===== config.mk =====
export PLATFORM = sky130hd
export DESIGN_NAME = console_regs
export DESIGN_NICKNAME = d
export VERILOG_FILES = /design/src/logic/console_pkg.sv /design/src/logic/console_regs.sv
export VERILOG_INCLUDE_DIRS = /design/src /design/src/logic
export SDC_FILE = /design/constraint.sdc
export NUM_CORES = 1
export LEC_CHECK = 0
export CELL_PAD_IN_SITES_DETAIL_PLACEMENT = 0
export CELL_PAD_IN_SITES_GLOBAL_PLACEMENT = 2
export CORE_UTILIZATION = 45
export CTS_CLUSTER_DIAMETER = 120
export CTS_CLUSTER_SIZE = 14
export DETAILED_ROUTE_END_ITERATION = 8
export DONT_BUFFER_PORTS = 1
export MAX_ROUTING_LAYER = met4
export PLACE_DENSITY = 0.84
export SKIP_LAST_GASP = 1
export SLEW_MARGIN = 40
export SYNTH_ARGS = -nofsm -noshare
export SYNTH_HDL_FRONTEND = slang
export SYNTH_SLANG_ARGS = --single-unit

===== constraint.sdc =====
create_clock -name i_clk -period 3.7 [get_ports i_clk]
set_clock_uncertainty 0.1 [all_clocks]
set_input_delay 1.11 -clock i_clk [delete_from_list [all_inputs] [get_ports i_clk]]
set_output_delay 1.11 -clock i_clk [all_outputs]
set_load 0.005 [all_outputs]

===== src/logic/console_cfg.svh =====
// Constants for the console register access block.
// Assumes inclusion by bare name from the package and the block.
`ifndef CONSOLE_CFG_SVH
`define CONSOLE_CFG_SVH

`define CON_DW          16
`define CON_GP_N        8
`define CON_RF_N        20
`define CON_IDX_W       5
// Flat register file: 0..7 background bank, 8..15 foreground bank.
`define CON_IDX_BG0     5'h00
`define CON_IDX_FG0     5'h08
`define CON_IDX_IR      5'h10
`define CON_IDX_WR      5'h11
`define CON_IDX_PC      5'h12
`define CON_IDX_ST      5'h13
// Bit of the status register that selects the foreground bank.
`define CON_ST_FG_BIT   8
`define CON_RST_VAL     16'h0000
// Avalon byte addresses, one aligned 32-bit word each.
`define CON_AV_AW       5
`define CON_OFS_STAT    5'h00
`define CON_OFS_DISP    5'h04
`define CON_OFS_MDR     5'h08
`define CON_OFS_INDEX   5'h0C
`define CON_OFS_DATA    5'h10
// Fields of the console state word.
`define CON_STAT_KEY    0
`define CON_STAT_IDLE   1
`define CON_STAT_FG     2
`define CON_STAT_SEL_LO 4
`define CON_STAT_SEL_HI 6
`define CON_STAT_BUSY   8

`endif


===== src/logic/console_pkg.sv =====
// Types shared by the console register access block.
// Assumes console_cfg.svh is on the include path.
`include "console_cfg.svh"

package console_pkg;
   typedef logic [`CON_DW-1:0]    word_t;
   typedef logic [`CON_IDX_W-1:0] idx_t;

   // Register chosen by the console select switches.
   typedef enum logic [2:0] {
      SEL_NONE = 3'b000,
      SEL_IR   = 3'b001,
      SEL_WR   = 3'b010,
      SEL_PC   = 3'b011,
      SEL_ST   = 3'b100,
      SEL_GP   = 3'b101
   } sel_t;

   // Instruction register load goes through the memory data register.
   typedef enum logic [0:0] {
      IRS_IDLE = 1'b0,
      IRS_LOAD = 1'b1
   } irs_t;
endpackage


===== src/logic/console_regs.sv =====
// Console access to the processor register set: keyed entry, display
// register and foreground/background bank switching, plus an Avalon-MM
// slave that lets software read state and reach every register.
// Assumes console switch pins are asynchronous and debounced outside.
//
// How it works
// - Key lock disabled ignores every console switch.
// - Status written zero selects background bank.
// - Every console register holds sixteen bits.
// - Enter loads entry value, then displays it.
// - Select code 000..111 maps eight registers.
// - Program counter bit 15 may not stick.
// - Foreground bank exists, chosen by status 0100.
// - Display reads only the selected bank.
// - Selecting alone displays present register contents.
// - Instruction writes go through memory data register.
// - Other writes ride augend bus, ALU, data bus.
//
// Implementation choices: register access over Avalon-MM and the address map.
`timescale 1ns/1ns
`include "console_cfg.svh"

module console_regs
   import console_pkg::*;
#(
   parameter logic [`CON_DW-1:0] PC_KEEP = 16'hFFFF,
   parameter bit                 IDLE_ONLY = 1'b1
)
(
   input  wire logic                     i_clk,
   input  wire logic                     i_sys_rst,
   input  wire logic                     i_key_enable,
   input  wire logic                     i_run_idle_n,
   input  wire logic [`CON_DW-1:0]       i_data_entry,
   input  wire logic                     i_sel_ir,
   input  wire logic                     i_sel_wr,
   input  wire logic                     i_sel_pc,
   input  wire logic                     i_sel_st,
   input  wire logic                     i_sel_gp,
   input  wire logic [2:0]               i_gp_sel,
   input  wire logic                     i_enter,
   output logic [`CON_DW-1:0]            o_display,
   output logic                          o_bank_fg,
   input  wire logic [`CON_AV_AW-1:0]    i_avs_address,
   input  wire logic                     i_avs_read,
   input  wire logic                     i_avs_write,
   input  wire logic [31:0]              i_avs_writedata,
   input  wire logic [3:0]               i_avs_byteenable,
   output logic [31:0]                   o_avs_readdata,
   output logic                          o_avs_waitrequest
);
   import console_pkg::*;

   localparam int SW_W = `CON_DW + 3 + 5 + 3;

   // Merge a 32-bit Avalon write into a 16-bit register by byte lane.
   function automatic word_t lane_merge(input word_t old, input logic [31:0] wd, input logic [3:0] be);
      word_t r;
      r = old;
      if (be[0])
      begin
         r[7:0] = wd[7:0];
      end
      if (be[1])
      begin
         r[15:8] = wd[15:8];
      end
      return r;
   endfunction

   // Flat index of the register behind a select code and bank.
   function automatic idx_t reg_index(input sel_t s, input logic fg, input logic [2:0] gp);
      idx_t r;
      r = `CON_IDX_IR;
      unique case (s)
         SEL_IR:   r = `CON_IDX_IR;
         SEL_WR:   r = `CON_IDX_WR;
         SEL_PC:   r = `CON_IDX_PC;
         SEL_ST:   r = `CON_IDX_ST;
         SEL_GP:   r = (fg ? `CON_IDX_FG0 : `CON_IDX_BG0) | idx_t'(gp);
         SEL_NONE: r = `CON_IDX_IR;
         default:  r = `CON_IDX_IR;
      endcase
      return r;
   endfunction

   // Two-stage synchronisers for every switch pin.
   logic [SW_W-1:0] sw_meta_q;
   logic [SW_W-1:0] sw_q;
   logic            enter_last_q;
   logic            key_s;
   logic            idle_s;
   logic            enter_s;
   word_t           entry_s;
   logic [2:0]      gp_s;
   logic [4:0]      sels_s;

   always_ff @(posedge i_clk)
   begin
      if (i_sys_rst)
      begin
         sw_meta_q    <= '0;
         sw_q         <= '0;
         enter_last_q <= 1'b0;
      end
      else
      begin
         sw_meta_q    <= {i_key_enable, i_run_idle_n, i_enter, i_gp_sel,
                          i_sel_ir, i_sel_wr, i_sel_pc, i_sel_st, i_sel_gp, i_data_entry};
         sw_q         <= sw_meta_q;
         enter_last_q <= enter_s;
      end
   end

   assign key_s   = sw_q[SW_W-1];
   assign idle_s  = ~sw_q[SW_W-2];
   assign enter_s = sw_q[SW_W-3];
   assign gp_s    = sw_q[SW_W-4 -: 3];
   assign sels_s  = sw_q[`CON_DW +: 5];
   assign entry_s = sw_q[`CON_DW-1:0];

   // Console selection; a locked key masks every switch.
   sel_t  sel;
   logic  bank_fg;
   idx_t  con_idx;
   logic  enter_pls;
   logic  con_go;
   logic  con_we;
   logic  con_ir;

   assign sel = !key_s     ? SEL_NONE :
                sels_s[4] ? SEL_IR :
                sels_s[3] ? SEL_WR :
                sels_s[2] ? SEL_PC :
                sels_s[1] ? SEL_ST :
                sels_s[0] ? SEL_GP : SEL_NONE;
   assign con_idx   = reg_index(sel, bank_fg, gp_s);
   assign enter_pls = enter_s & ~enter_last_q;
   // Entry while the processor runs would race its own writes, so refuse it.
   assign con_go    = key_s & enter_pls & (sel != SEL_NONE) & (idle_s | !IDLE_ONLY);
   assign con_we    = con_go & (sel != SEL_IR);
   assign con_ir    = con_go & (sel == SEL_IR);

   // Augend bus into the ALU, pass-through add of a zero addend, onto the data bus.
   word_t augend_bus;
   word_t addend_bus;
   word_t alu_out;
   word_t data_bus;
   word_t con_val;

   assign augend_bus = entry_s;
   assign addend_bus = `CON_RST_VAL;
   assign alu_out    = augend_bus + addend_bus;
   assign data_bus   = alu_out;
   assign con_val    = (con_idx == `CON_IDX_PC) ? (data_bus & PC_KEEP) : data_bus;

   // Memory data register and the instruction load sequencer.
   word_t mdr_q;
   irs_t  irs_q;
   logic  ir_load;

   // Avalon request decode.
   logic  av_req;
   logic  av_ack_q;
   logic  av_wr;
   idx_t  av_index_q;
   logic  av_idx_ok;
   logic  av_rf_we;
   logic  av_mdr_we;
   logic  av_dec_ok;

   assign av_req    = i_avs_read | i_avs_write;
   assign av_wr     = i_avs_write & av_ack_q;
   assign av_idx_ok = av_index_q < idx_t'(`CON_RF_N);
   assign av_rf_we  = av_wr & (i_avs_address == `CON_OFS_DATA) & av_idx_ok;
   assign av_mdr_we = av_wr & (i_avs_address == `CON_OFS_MDR);
   assign ir_load   = (irs_q == IRS_LOAD);

   always_ff @(posedge i_clk)
   begin
      if (i_sys_rst)
      begin
         mdr_q <= `CON_RST_VAL;
         irs_q <= IRS_IDLE;
      end
      else
      begin
         if (con_ir)
         begin
            mdr_q <= entry_s;
         end
         else if (av_mdr_we)
         begin
            mdr_q <= lane_merge(mdr_q, i_avs_writedata, i_avs_byteenable);
         end
         unique case (irs_q)
            IRS_IDLE: irs_q <= con_ir ? IRS_LOAD : IRS_IDLE;
            IRS_LOAD: irs_q <= IRS_IDLE;
         endcase
      end
   end

   // Register file; each entry has its own enable so writes never disturb others.
   word_t rf_q [`CON_RF_N];

   always_ff @(posedge i_clk)
   begin
      for (int k = 0; k < `CON_RF_N; k++)
      begin
         if (i_sys_rst)
         begin
            rf_q[k] <= `CON_RST_VAL;
         end
         else if (con_we && con_idx == idx_t'(k))
         begin
            rf_q[k] <= con_val;
         end
         else if (ir_load && idx_t'(k) == `CON_IDX_IR)
         begin
            rf_q[k] <= mdr_q;
         end
         else if (av_rf_we && av_index_q == idx_t'(k))
         begin
            rf_q[k] <= lane_merge(rf_q[k], i_avs_writedata, i_avs_byteenable);
         end
      end
   end

   assign bank_fg   = rf_q[`CON_IDX_ST][`CON_ST_FG_BIT];
   assign o_bank_fg = bank_fg;

   // Display register follows whichever register is selected.
   word_t disp_q;
   word_t sel_val;

   assign sel_val = rf_q[con_idx];

   always_ff @(posedge i_clk)
   begin
      if (i_sys_rst)
      begin
         disp_q <= `CON_RST_VAL;
      end
      else if (sel != SEL_NONE)
      begin
         disp_q <= sel_val;
      end
   end

   assign o_display = disp_q;

   // Avalon slave: one wait state, read data registered at the request edge.
   logic [31:0] stat_word;
   logic [31:0] rd_mux;

   assign stat_word = {23'h000000, ir_load, 1'b0, sel, 1'b0, bank_fg, idle_s, key_s};
   assign av_dec_ok = (i_avs_address == `CON_OFS_STAT) | (i_avs_address == `CON_OFS_DISP) |
                      (i_avs_address == `CON_OFS_MDR) | (i_avs_address == `CON_OFS_INDEX) |
                      (i_avs_address == `CON_OFS_DATA);
   assign rd_mux = !av_dec_ok ? 32'h00000000 :
                   (i_avs_address == `CON_OFS_STAT)  ? stat_word :
                   (i_avs_address == `CON_OFS_DISP)  ? {16'h0000, disp_q} :
                   (i_avs_address == `CON_OFS_MDR)   ? {16'h0000, mdr_q} :
                   (i_avs_address == `CON_OFS_INDEX) ? {27'h0000000, av_index_q} :
                   av_idx_ok ? {16'h0000, rf_q[av_index_q]} : 32'h00000000;
   assign o_avs_waitrequest = av_req & ~av_ack_q;

   always_ff @(posedge i_clk)
   begin
      if (i_sys_rst)
      begin
         av_ack_q       <= 1'b0;
         av_index_q     <= '0;
         o_avs_readdata <= 32'h00000000;
      end
      else
      begin
         av_ack_q <= av_req & ~av_ack_q;
         if (i_avs_read && !av_ack_q)
         begin
            o_avs_readdata <= rd_mux;
         end
         if (av_wr && i_avs_address == `CON_OFS_INDEX && i_avs_byteenable[0])
         begin
            av_index_q <= i_avs_writedata[`CON_IDX_W-1:0];
         end
      end
   end
endmodule


Word-level counts from Yosys, hierarchy flattened
Memory sizes are Yosys's and may differ from the RTL's. A register that Yosys moved wholly into a read port is not among the register bits.
Index checks and enable logic that the tools add are counted.
W data, S select, Z words.
Storage, ports and cells
  register bits after elaboration: 110
  bits in writable memories: 320
  input bits: 72
  word-level logic and storage cells: 666
  memories: 1
Cells by class
  magnitude comparators: 1
  equal/unequal tests: 88
  multiplexer cells: 392
  bitwise gates (word level): 82
  reduce and logical (&&, ||, !) cells: 93
Memory list
  rf_q: words 20, bits a word 16, rd ports 3, clocked after memory_dff 2, write ports 20, line console_regs.sv:204  | word_t rf_q [`CON_RF_N];
Operators by type and width (number)
  $mux W8: 204
  $mux W16: 29
  $ne A4 B4 Y1 const B: 38
  $mux W1: 148
  $eq A5 B4 Y1 const B: 18
  $reduce_and A2 Y1: 42
  $or A1 B1 Y1: 66
  $eq A5 B3 Y1 const B: 9
  $eq A5 B5 Y1 const B: 9
  $logic_and A1 B1 Y1: 43
  $eq A5 B2 Y1 const B: 4
  $pmux W5 S4: 1
  $mux W3: 6
  $logic_not A5 Y1: 3
  $and A1 B1 Y1: 11
  $eq A5 B1 Y1 const B: 2
  $mux W5: 2
  $ne A5 B5 Y1 const B: 2
  $eq A3 B2 Y1 const B: 2
  $eq A3 B3 Y1 const B: 2
  $reduce_bool A2 Y1: 3
  $lt A5 B5 Y1 const B: 1
  $mux W4: 1
  $not A1 Y1: 4
  other kinds (6): 6

Longest topological paths before layout
Gate-level depths: netlist of the first run.
  depth in word-level cells: 17
  mapped depth: 12

Worst setup path after synthesis of the first run
No wires, ideal clock.
  path kind: input -> register
  start point: in i_avs_address[2]
  end point: mem rf_q[9][0] in the netlist's numbering, enable pin
  arrival time: 2.784 ns
  path slack: 0.488 ns
  stages on the path: 7
  path buffers: 1
  cells stage by stage: nor2_1 nand4_1 nor2_1 nand3b_1 clkbuf_1 nor4_2 or3_1
RTL lines
  start: declaration: line console_regs.sv:44  | input wire logic [`CON_AV_AW-1:0] i_avs_address,
  end: declaration: line console_regs.sv:204

Final worst setup path of the first run
  start point: reg sw_q[16]
  end point: reg disp_q[13], in the netlist o_display[13] (read register of rf_q)
On the way
  longest elaborated chain between the ends: 8
  elaborated cells on any way between the ends: 12
  those cells by class: eq/ne: 4; mux: 7; reduce/logical: 1
Ends and longest elaborated chain
  start: declaration: line console_regs.sv:89  | logic [SW_W-1:0] sw_q;
  start signal: assignment: line console_regs.sv:110  | sw_q <= sw_meta_q;
  $mux W3 (*): line console_regs.sv:136  | sels_s[0] ? SEL_GP : SEL_NONE;
  $mux W3 (*): line console_regs.sv:135  | sels_s[1] ? SEL_ST :
  $mux W3 (*): line console_regs.sv:134  | sels_s[2] ? SEL_PC :
  $mux W3 (*): line console_regs.sv:133  | sels_s[3] ? SEL_WR :
  $mux W3 (*): line console_regs.sv:132  | sels_s[4] ? SEL_IR :
  $mux W3 (*): line console_regs.sv:131  | assign sel = !key_s ? SEL_NONE :
  $eq A3 B3 Y1 or $eq A3 B2 Y1 (tied branches): line console_regs.sv:75  | unique case (s)
  $pmux W5 S4: line console_regs.sv:75
  end: declaration: line console_regs.sv:233  | word_t disp_q;
Every way passes the cells marked *; elsewhere a longest branch is shown, timed or not.
A chain may end at the register's enable or synchronous reset.

==> results.sh, run 1 <==
export IMPL_outcome="finished clean"
export IMPL_wl_per_cell_um=30.8
export IMPL_finalHoldViolCount=0
export IMPL_grt_util_all_layers_pct=31.4
export IMPL_synth_edf_count=320
export IMPL_worstSetupEndpoint="o_display[13]$_SDFFE_PP0N_"
export IMPL_placementRows=83
export IMPL_cts_buffers=37
export IMPL_synth_top_area_share_pct=41.2
export IMPL_dieWidth_um=230
export IMPL_drt_antenna_violating_nets=0
export IMPL_syn_area_per_cell_um2=12.1
export IMPL_timing_fmax_ghz=0.325
export IMPL_antenna_cells=0
export IMPL_routed_wl_um=80700
export IMPL_grt_pass1_wl_um=119000
export IMPL_startpoint="sw_q[16]$_SDFF_PP0_"
export IMPL_fill_cells=4491
export IMPL_hold_slack_ns=0.333
export IMPL_first_iter_violations=2193
export IMPL_avgViaCountPerCell=6.86
export IMPL_fin_ws_ns=0.623
export IMPL_slew_viol_final=0
export IMPL_tightest_slew_ns=0.844
export IMPL_clk_latency_ns=0.58
export IMPL_cts_hold_buf=0
export IMPL_die_area_mm2=0.0528
export IMPL_cts_sinks=435
export IMPL_post_cts_setup_buffer_count=0
export IMPL_grt_max_degree=171
export IMPL_dieHeight_um=230
export IMPL_htreeDepth=2
export IMPL_ys_seq_elements=435
export IMPL_clock_path_buffers=3
export IMPL_criticalPathCategory="reg -> reg"
export IMPL_ir_drop_mv=0.272
export IMPL_reg2reg_slack_ns=0.62
export IMPL_r2r_end="o_display[13]$_SDFFE_PP0N_"
export IMPL_maxSlewHeadroom_pct=43.6
export IMPL_synthFlopType="edfxtp_1"
export IMPL_post_route_util_pct=50.1
export IMPL_cp_required_ns=4.07
export IMPL_start_util_pct=45.5
export IMPL_routabilityCongestion=0.944
export IMPL_ys_types=71
export IMPL_coreArea_mm2=0.0513
export IMPL_synth_most_common_cell="a22o_1"
export IMPL_nets=1984
export IMPL_synthTopCellsByArea="edfxtp_1 (41%), a22o_1 (12%), mux4_2 (10%)"
export IMPL_ios=122
export IMPL_preCtsSetupSlack_ns=0.210
export IMPL_cts_tree="done"
export IMPL_io_buffers=0
export IMPL_cp_end_kind="flip-flop"
export IMPL_worstHoldPathCells=1
export IMPL_cp_start_kind="flip-flop"
export IMPL_holdCritPathClass="reg -> reg"
export IMPL_drtPass1Iterations=6
export IMPL_synthCells=1923
export IMPL_seq_area_frac_synth_pct=51.0
export IMPL_synth_top_area_cell="edfxtp_1"
export IMPL_vias=18000
export IMPL_antenna_found_initial=0
export IMPL_synth_area_mm2=0.0233
export IMPL_ys_async_sr_fraction_pct=0
export IMPL_synthTopCellsByCount="a22o_1 (327), edfxtp_1 (320), clkbuf_1 (131), nor2_1 (120), dfxtp_1 (115)"
export IMPL_dp_final_hpwl_um=58200
export IMPL_finalCritPeriodShare_pct=83.2
export IMPL_cp_arrival_ns=3.44
export IMPL_r2r_start="sw_q[16]$_SDFF_PP0_"
export IMPL_rsz0062_at_grt="false"
export IMPL_powerDensity_mw_per_mm2=381
export IMPL_drv_cap=0
export IMPL_cts_resized_gates=0
export IMPL_ys_warn_count=0
export IMPL_cts_root_buffer="clkbuf_16"
export IMPL_globalRouteOverflowTotal=0
export IMPL_period_needed_ns=3.08
export IMPL_grt_pass1_vias=17500
export IMPL_clk_pin_slew_ns=0.07
export IMPL_p_leak_uw=0.00882
export IMPL_worst_path_max_fanout=36
export IMPL_syn_to_final_growth_pct=10.0
export IMPL_drive_above_1_share_pct=18.6
export IMPL_ff2ff_path_depth=9
export IMPL_drc=0
export IMPL_setup_viol=0
## power by group
part / switching (µW) / internal, µW / leakage, µW
clock network: 1830 / 1980 / 0.000524
registers: 164 / 5370 / 0.00426
logic: 262 / 183 / 0.00403
## cells by family (layout without fill, tap and decap cells)
family | count (synthesis) | count (layout) | share of synthesized area [%]
AO/OA/AOI/OAI | 584 | 584 | 19.7
AND/OR/NAND/NOR | 476 | 476 | 10.4
flip-flops | 435 | 435 | 51.0
buffers and inverters | 216 | 219 | 4.18
multiplexers | 211 | 211 | 14.7
other | 1 | 16 | 0.0161
## placed cells by master (no fill, tap or decap), drive strengths merged, types with 16 or more instances in the layout
| master | synthesis | routed |
|---|---|---|
| a22o | 327 | 327 |
| nand3 | 38 | 38 |
| a22oi | 16 | 16 |
| dfxtp | 115 | 115 |
| or3 | 30 | 30 |
| nand2 | 111 | 111 |
| edfxtp | 320 | 320 |
| mux4 | 104 | 104 |
| o21ai | 78 | 78 |
| nor2b | 73 | 73 |
| nor3 | 51 | 51 |
| nor2 | 122 | 122 |
| clkbuf | 133 | 66 |
| a21oi | 42 | 42 |
| mux2i | 99 | 99 |
| conb | 1 | 16 |
| a221oi | 32 | 32 |
| a211oi | 21 | 21 |
| buf | 79 | 147 |
## worst min-delay path by stage
stage | to | slack (ns) | from
3_5_place_dp | sw_q[13]$_SDFF_PP0_ | 0.32 | sw_meta_q[13]$_SDFF_PP0_
5_1_grt | sw_q[5]$_SDFF_PP0_ | 0.34 | sw_meta_q[5]$_SDFF_PP0_
4_1_cts | sw_q[12]$_SDFF_PP0_ | 0.33 | sw_meta_q[12]$_SDFF_PP0_
6_report | sw_q[12]$_SDFF_PP0_ | 0.33 | sw_meta_q[12]$_SDFF_PP0_
3_3_place_gp | sw_q[13]$_SDFF_PP0_ | 0.32 | sw_meta_q[13]$_SDFF_PP0_
2_1_floorplan | sw_q[0]$_SDFF_PP0_ | 0.31 | sw_meta_q[0]$_SDFF_PP0_
## per-layer routing
metal,GRT usage [%],vias up,wire length [µm]
li1,-,7611,-
met1,40.5,9150,32000
met2,50.2,1054,38700
met3,4.96,166,7160
met4,11.3,0,2800
met5,-,-,0
## final cells by class
type	count	area, µm²	area share (%)
Tap cell	680	851	3.31
Multi-Input combinational cell	1287	10600	41.2
Timing Repair Buffer	147	1180	4.60
Clock inverter	2	25.0	0.0975
Sequential cell	435	11900	46.5
Clock buffer	66	1080	4.20
Inverter	4	15.0	0.0585
## flip-flops by register name, indices dropped and copies added (netlist names), named ones only
register and flops:
av_ack_q 1, av_index_q 5, enter_last_q 1, ir_load 1
mdr_q 16, o_avs_readdata 16, o_display 16, rf_q 320
sw_meta_q 27, sw_q 27
## through the flow
| step | instances | power [µW] | area (µm²) | setup TNS [ns] |
|---|---|---|---|---|
| 3_5_place_dp | 2552 | 6070 | 24600 | 0 |
| 2_1_floorplan | 1938 | 5940 | 23400 | 0 |
| 3_3_place_gp | 2552 | 6050 | 24500 | -0.415 |
| 5_1_grt | 2621 | 10000 | 25700 | 0 |
| 6_report | 2621 | 9800 | 25700 | 0 |
| 4_1_cts | 2620 | 9810 | 25700 | 0 |
## critical path, stage by stage (launching register included)
cell,delay [ns]
dfxtp_1,0.60
a211o_1,0.21
and2_4,0.59
buf_4,0.43
mux2i_1,0.29
mux4_2,0.26
nor2_1,0.04
a311oi_1,0.23
buf_4,0.19
nor2_1,0.05
Note: power is estimated with default switching activity, not from simulation.
==> inputs of run 2 (changes only) <==
ABC_AREA = 1   (was unset)
CORE_UTILIZATION = 35   (was 45)
PLACE_DENSITY = 0.79   (was 0.84)
clock period = 2.6 ns   (was 3.7 ns; I/O delays follow)
==> run 2 against run 1 <==
The flow now finishes with violations (negative setup slack). Final area up 16%. Worst setup slack worse by 0.63 ns. Total power up 48%. Cell count up 55%. Count of clock-buffer cells in the layout unchanged. Synthesized area up 2.3%. Clock power up 46%. Sequential cell count unchanged. Global-route usage down 2.3 points. Via count up 32%. Wire length up 25%. First-iteration DRC count up 24%. Largest power group unchanged.
==> results.sh, run 2 <==
export IMPL_outcome="finished, violations left"
export IMPL_violations="negative setup slack"
export IMPL_synthXorXnorAreaFrac_pct=0
export IMPL_slew_viol_final=0
export IMPL_drv_cap=0
export IMPL_largest_register="rf_q"
export IMPL_holdCritPathClass="in -> reg"
export IMPL_reg2reg_slack_ns=-0.01
export IMPL_synthFlopType="edfxtp_1"
export IMPL_clk_latency_ns=0.59
export IMPL_worst_path_max_fanout=8
export IMPL_synth_fa_ha_area_share_pct=0
export IMPL_start_util_pct=35.4
export IMPL_globalRouteOverflowTotal=0
export IMPL_ys_types=42
export IMPL_drt_antenna_violating_nets=0
export IMPL_startpoint="sw_q[18]$_SDFF_PP0_"
export IMPL_muxShareOfSynthArea_pct=0
export IMPL_antenna_found_initial=1
export IMPL_final_cell_mix="nand2_1 (645), edfxtp_1 (320), o21ai_0 (279)"
export IMPL_synth_top_area_cell="edfxtp_1"
export IMPL_io_buffers=0
export IMPL_r2r_start="sw_q[18]$_SDFF_PP0_"
export IMPL_synth_edf_count=320
export IMPL_wl_per_cell_um=24.8
export IMPL_synth_top_area_share_pct=40.2
export IMPL_vias=23700
export IMPL_final_common_cell="nand2_1"
export IMPL_criticalPathCategory="reg -> reg"
export IMPL_finalHoldViolCount=0
export IMPL_r2r_end="rf_q[2][11]$_DFFE_PP_"
export IMPL_first_iter_violations=2724
export IMPL_top_regs="rf_q x320, sw_meta_q x27, sw_q x27"
export IMPL_synth_compound_area_share_pct=20.0
export IMPL_grt_util_all_layers_pct=29.1
export IMPL_grt_pass1_wl_um=147000
export IMPL_cts_sinks=435
export IMPL_cts_tree="done"
export IMPL_synthTopCellsByCount="nand2_1 (705), edfxtp_1 (320), o21ai_0 (306), nor2_1 (259), o22ai_1 (237)"
export IMPL_drc=0
export IMPL_drive_above_1_share_pct=19.2
export IMPL_hold_start="i_sys_rst"
export IMPL_finalCritPeriodShare_pct=100
export IMPL_ys_warn_count=0
export IMPL_ios=122
export IMPL_period_needed_ns=2.61
export IMPL_cp_start_kind="flip-flop"
export IMPL_clk_pin_slew_ns=0.07
export IMPL_ys_seq_elements=435
export IMPL_worstSetupEndpoint="rf_q[2][11]$_DFFE_PP_"
export IMPL_fill_cells=6585
export IMPL_powerDensity_mw_per_mm2=488
export IMPL_ys_async_sr_fraction_pct=0
export IMPL_seq_area_frac_synth_pct=49.9
export IMPL_cp_end_kind="flip-flop"
export IMPL_hold_slack_ns=0.170
export IMPL_p_leak_uw=0.0113
export IMPL_maxSlewHeadroom_pct=37.5
export IMPL_grt_max_degree=105
export IMPL_rsz0062_at_grt="true"
export IMPL_die_area_mm2=0.0693
export IMPL_routed_wl_um=101000
export IMPL_timing_fmax_ghz=0.383
export IMPL_synthCells=3003
export IMPL_preCtsSetupSlack_ns=-0.389
export IMPL_placementRows=95
export IMPL_coreArea_mm2=0.0674
export IMPL_ff2ff_path_depth=15
export IMPL_drtPass1Iterations=5
export IMPL_grt_pass1_vias=22400
export IMPL_nets=3230
export IMPL_ir_drop_mv=0.445
export IMPL_dp_final_hpwl_um=73000
export IMPL_setup_viol=7
export IMPL_synth_area_mm2=0.0239
export IMPL_tightest_slew_ns=0.936
export IMPL_syn_to_final_growth_pct=24.8
export IMPL_synth_top_family_by_area="simple AND/OR/NAND/NOR gates"
export IMPL_register_area_mm2=0.0119
export IMPL_clock_path_buffers=3
export IMPL_post_route_util_pct=44.2
export IMPL_cts_buffers=37
export IMPL_synthTopCellsByArea="edfxtp_1 (40%), nand2_1 (11%), dfxtp_1 (9.6%)"
export IMPL_fin_ws_ns=-0.0111
export IMPL_cts_root_buffer="clkbuf_16"
export IMPL_routabilityCongestion=0.925
export IMPL_cp_arrival_ns=2.80
export IMPL_dieHeight_um=263
export IMPL_dieWidth_um=263
export IMPL_multiInputGateArea_mm2=0.0113
export IMPL_avgViaCountPerCell=5.84
export IMPL_cp_required_ns=2.79
export IMPL_largest_reg_flops=320
export IMPL_synth_most_common_cell="nand2_1"
export IMPL_syn_area_per_cell_um2=7.95
export IMPL_htreeDepth=2
export IMPL_synth_simple_gate_area_share_pct=22.0
-- run 2: worst max-delay path: stages (launching register included) --
cell,delay [ns]
dfxtp_2,0.34
nor2_4,0.13
nand2_4,0.08
nor2_8,0.14
nand4_4,0.19
buf_6,0.19
nor2_4,0.09
nor2_4,0.05
buf_4,0.15
nor2_4,0.15
nand2_4,0.09
nor3_4,0.19
nor2_4,0.10
nand4_2,0.11
buf_6,0.15
o22ai_1,0.08
-- run 2: layer usage --
layer / GRT usage, % / wire, µm / vias up / share of wire [%]
li1: - / - / 10700 / -
met1: 39.8 / 44400 / 11700 / 44
met2: 44.4 / 45400 / 1124 / 45
met3: 3.01 / 7260 / 182 / 7.2
met4: 11.3 / 3740 / 0 / 3.7
met5: - / 0 / - / 0
-- run 2: area by class of cell --
type | instances | area share [%]
repair buffers | 337 | 11.5
well taps | 873 | 3.66
diodes | 2 | 0.0168
inverters | 245 | 3.17
clock buffers | 66 | 3.61
clock inverters | 2 | 0.0839
multi-input cells | 2102 | 37.9
flip-flops and latches | 435 | 40.0
-- run 2: worst min-delay path by stage --
stage                                          end  slack, ns  cells past startpoint
floorplan                       sw_q[0]$_SDFF_PP0_       0.29                      2
global placement               sw_q[22]$_SDFF_PP0_       0.29                      2
detailed placement             sw_q[22]$_SDFF_PP0_       0.29                      2
CTS                 o_avs_readdata[8]$_SDFFE_PP0P_       0.15                      1
global route             o_display[1]$_SDFFE_PP0N_       0.16                      1
finish                   o_display[1]$_SDFFE_PP0N_       0.17                      1
-- run 2: power breakdown --
group / total, µW / switching (µW) / internal [µW]
sequential: 7790 / 150 / 7640
clock: 5570 / 2740 / 2830
combinational: 1170 / 791 / 383
-- run 2: metrics by stage --
step	cell area, µm²	std cells	power, µW	setup TNS (ns)
after floorplan	24200	3018	8540	-6.57
after global placement	27300	3959	9000	-134.30
after detailed placement	27300	3959	9010	-143.94
after CTS	28800	4037	14500	-0.0325
after global routing	29800	4061	14900	-16.17
final	29800	4062	14500	-0.0253
-- run 2: cell families (layout without fill, tap and decap cells) --
group,after synthesis,count (layout)
compound gates,836,836
buf+inv,481,650
flops,435,435
other cells,1,18
simple gates,1250,1250
-- run 2: what timing repair did --
item	CTS	global route
cloned	1	1
hold buffers	0	0
setup buffers	10	22
pin swaps	17	39
gates resized for setup	70	211
endpoints found under the setup margin	560	567
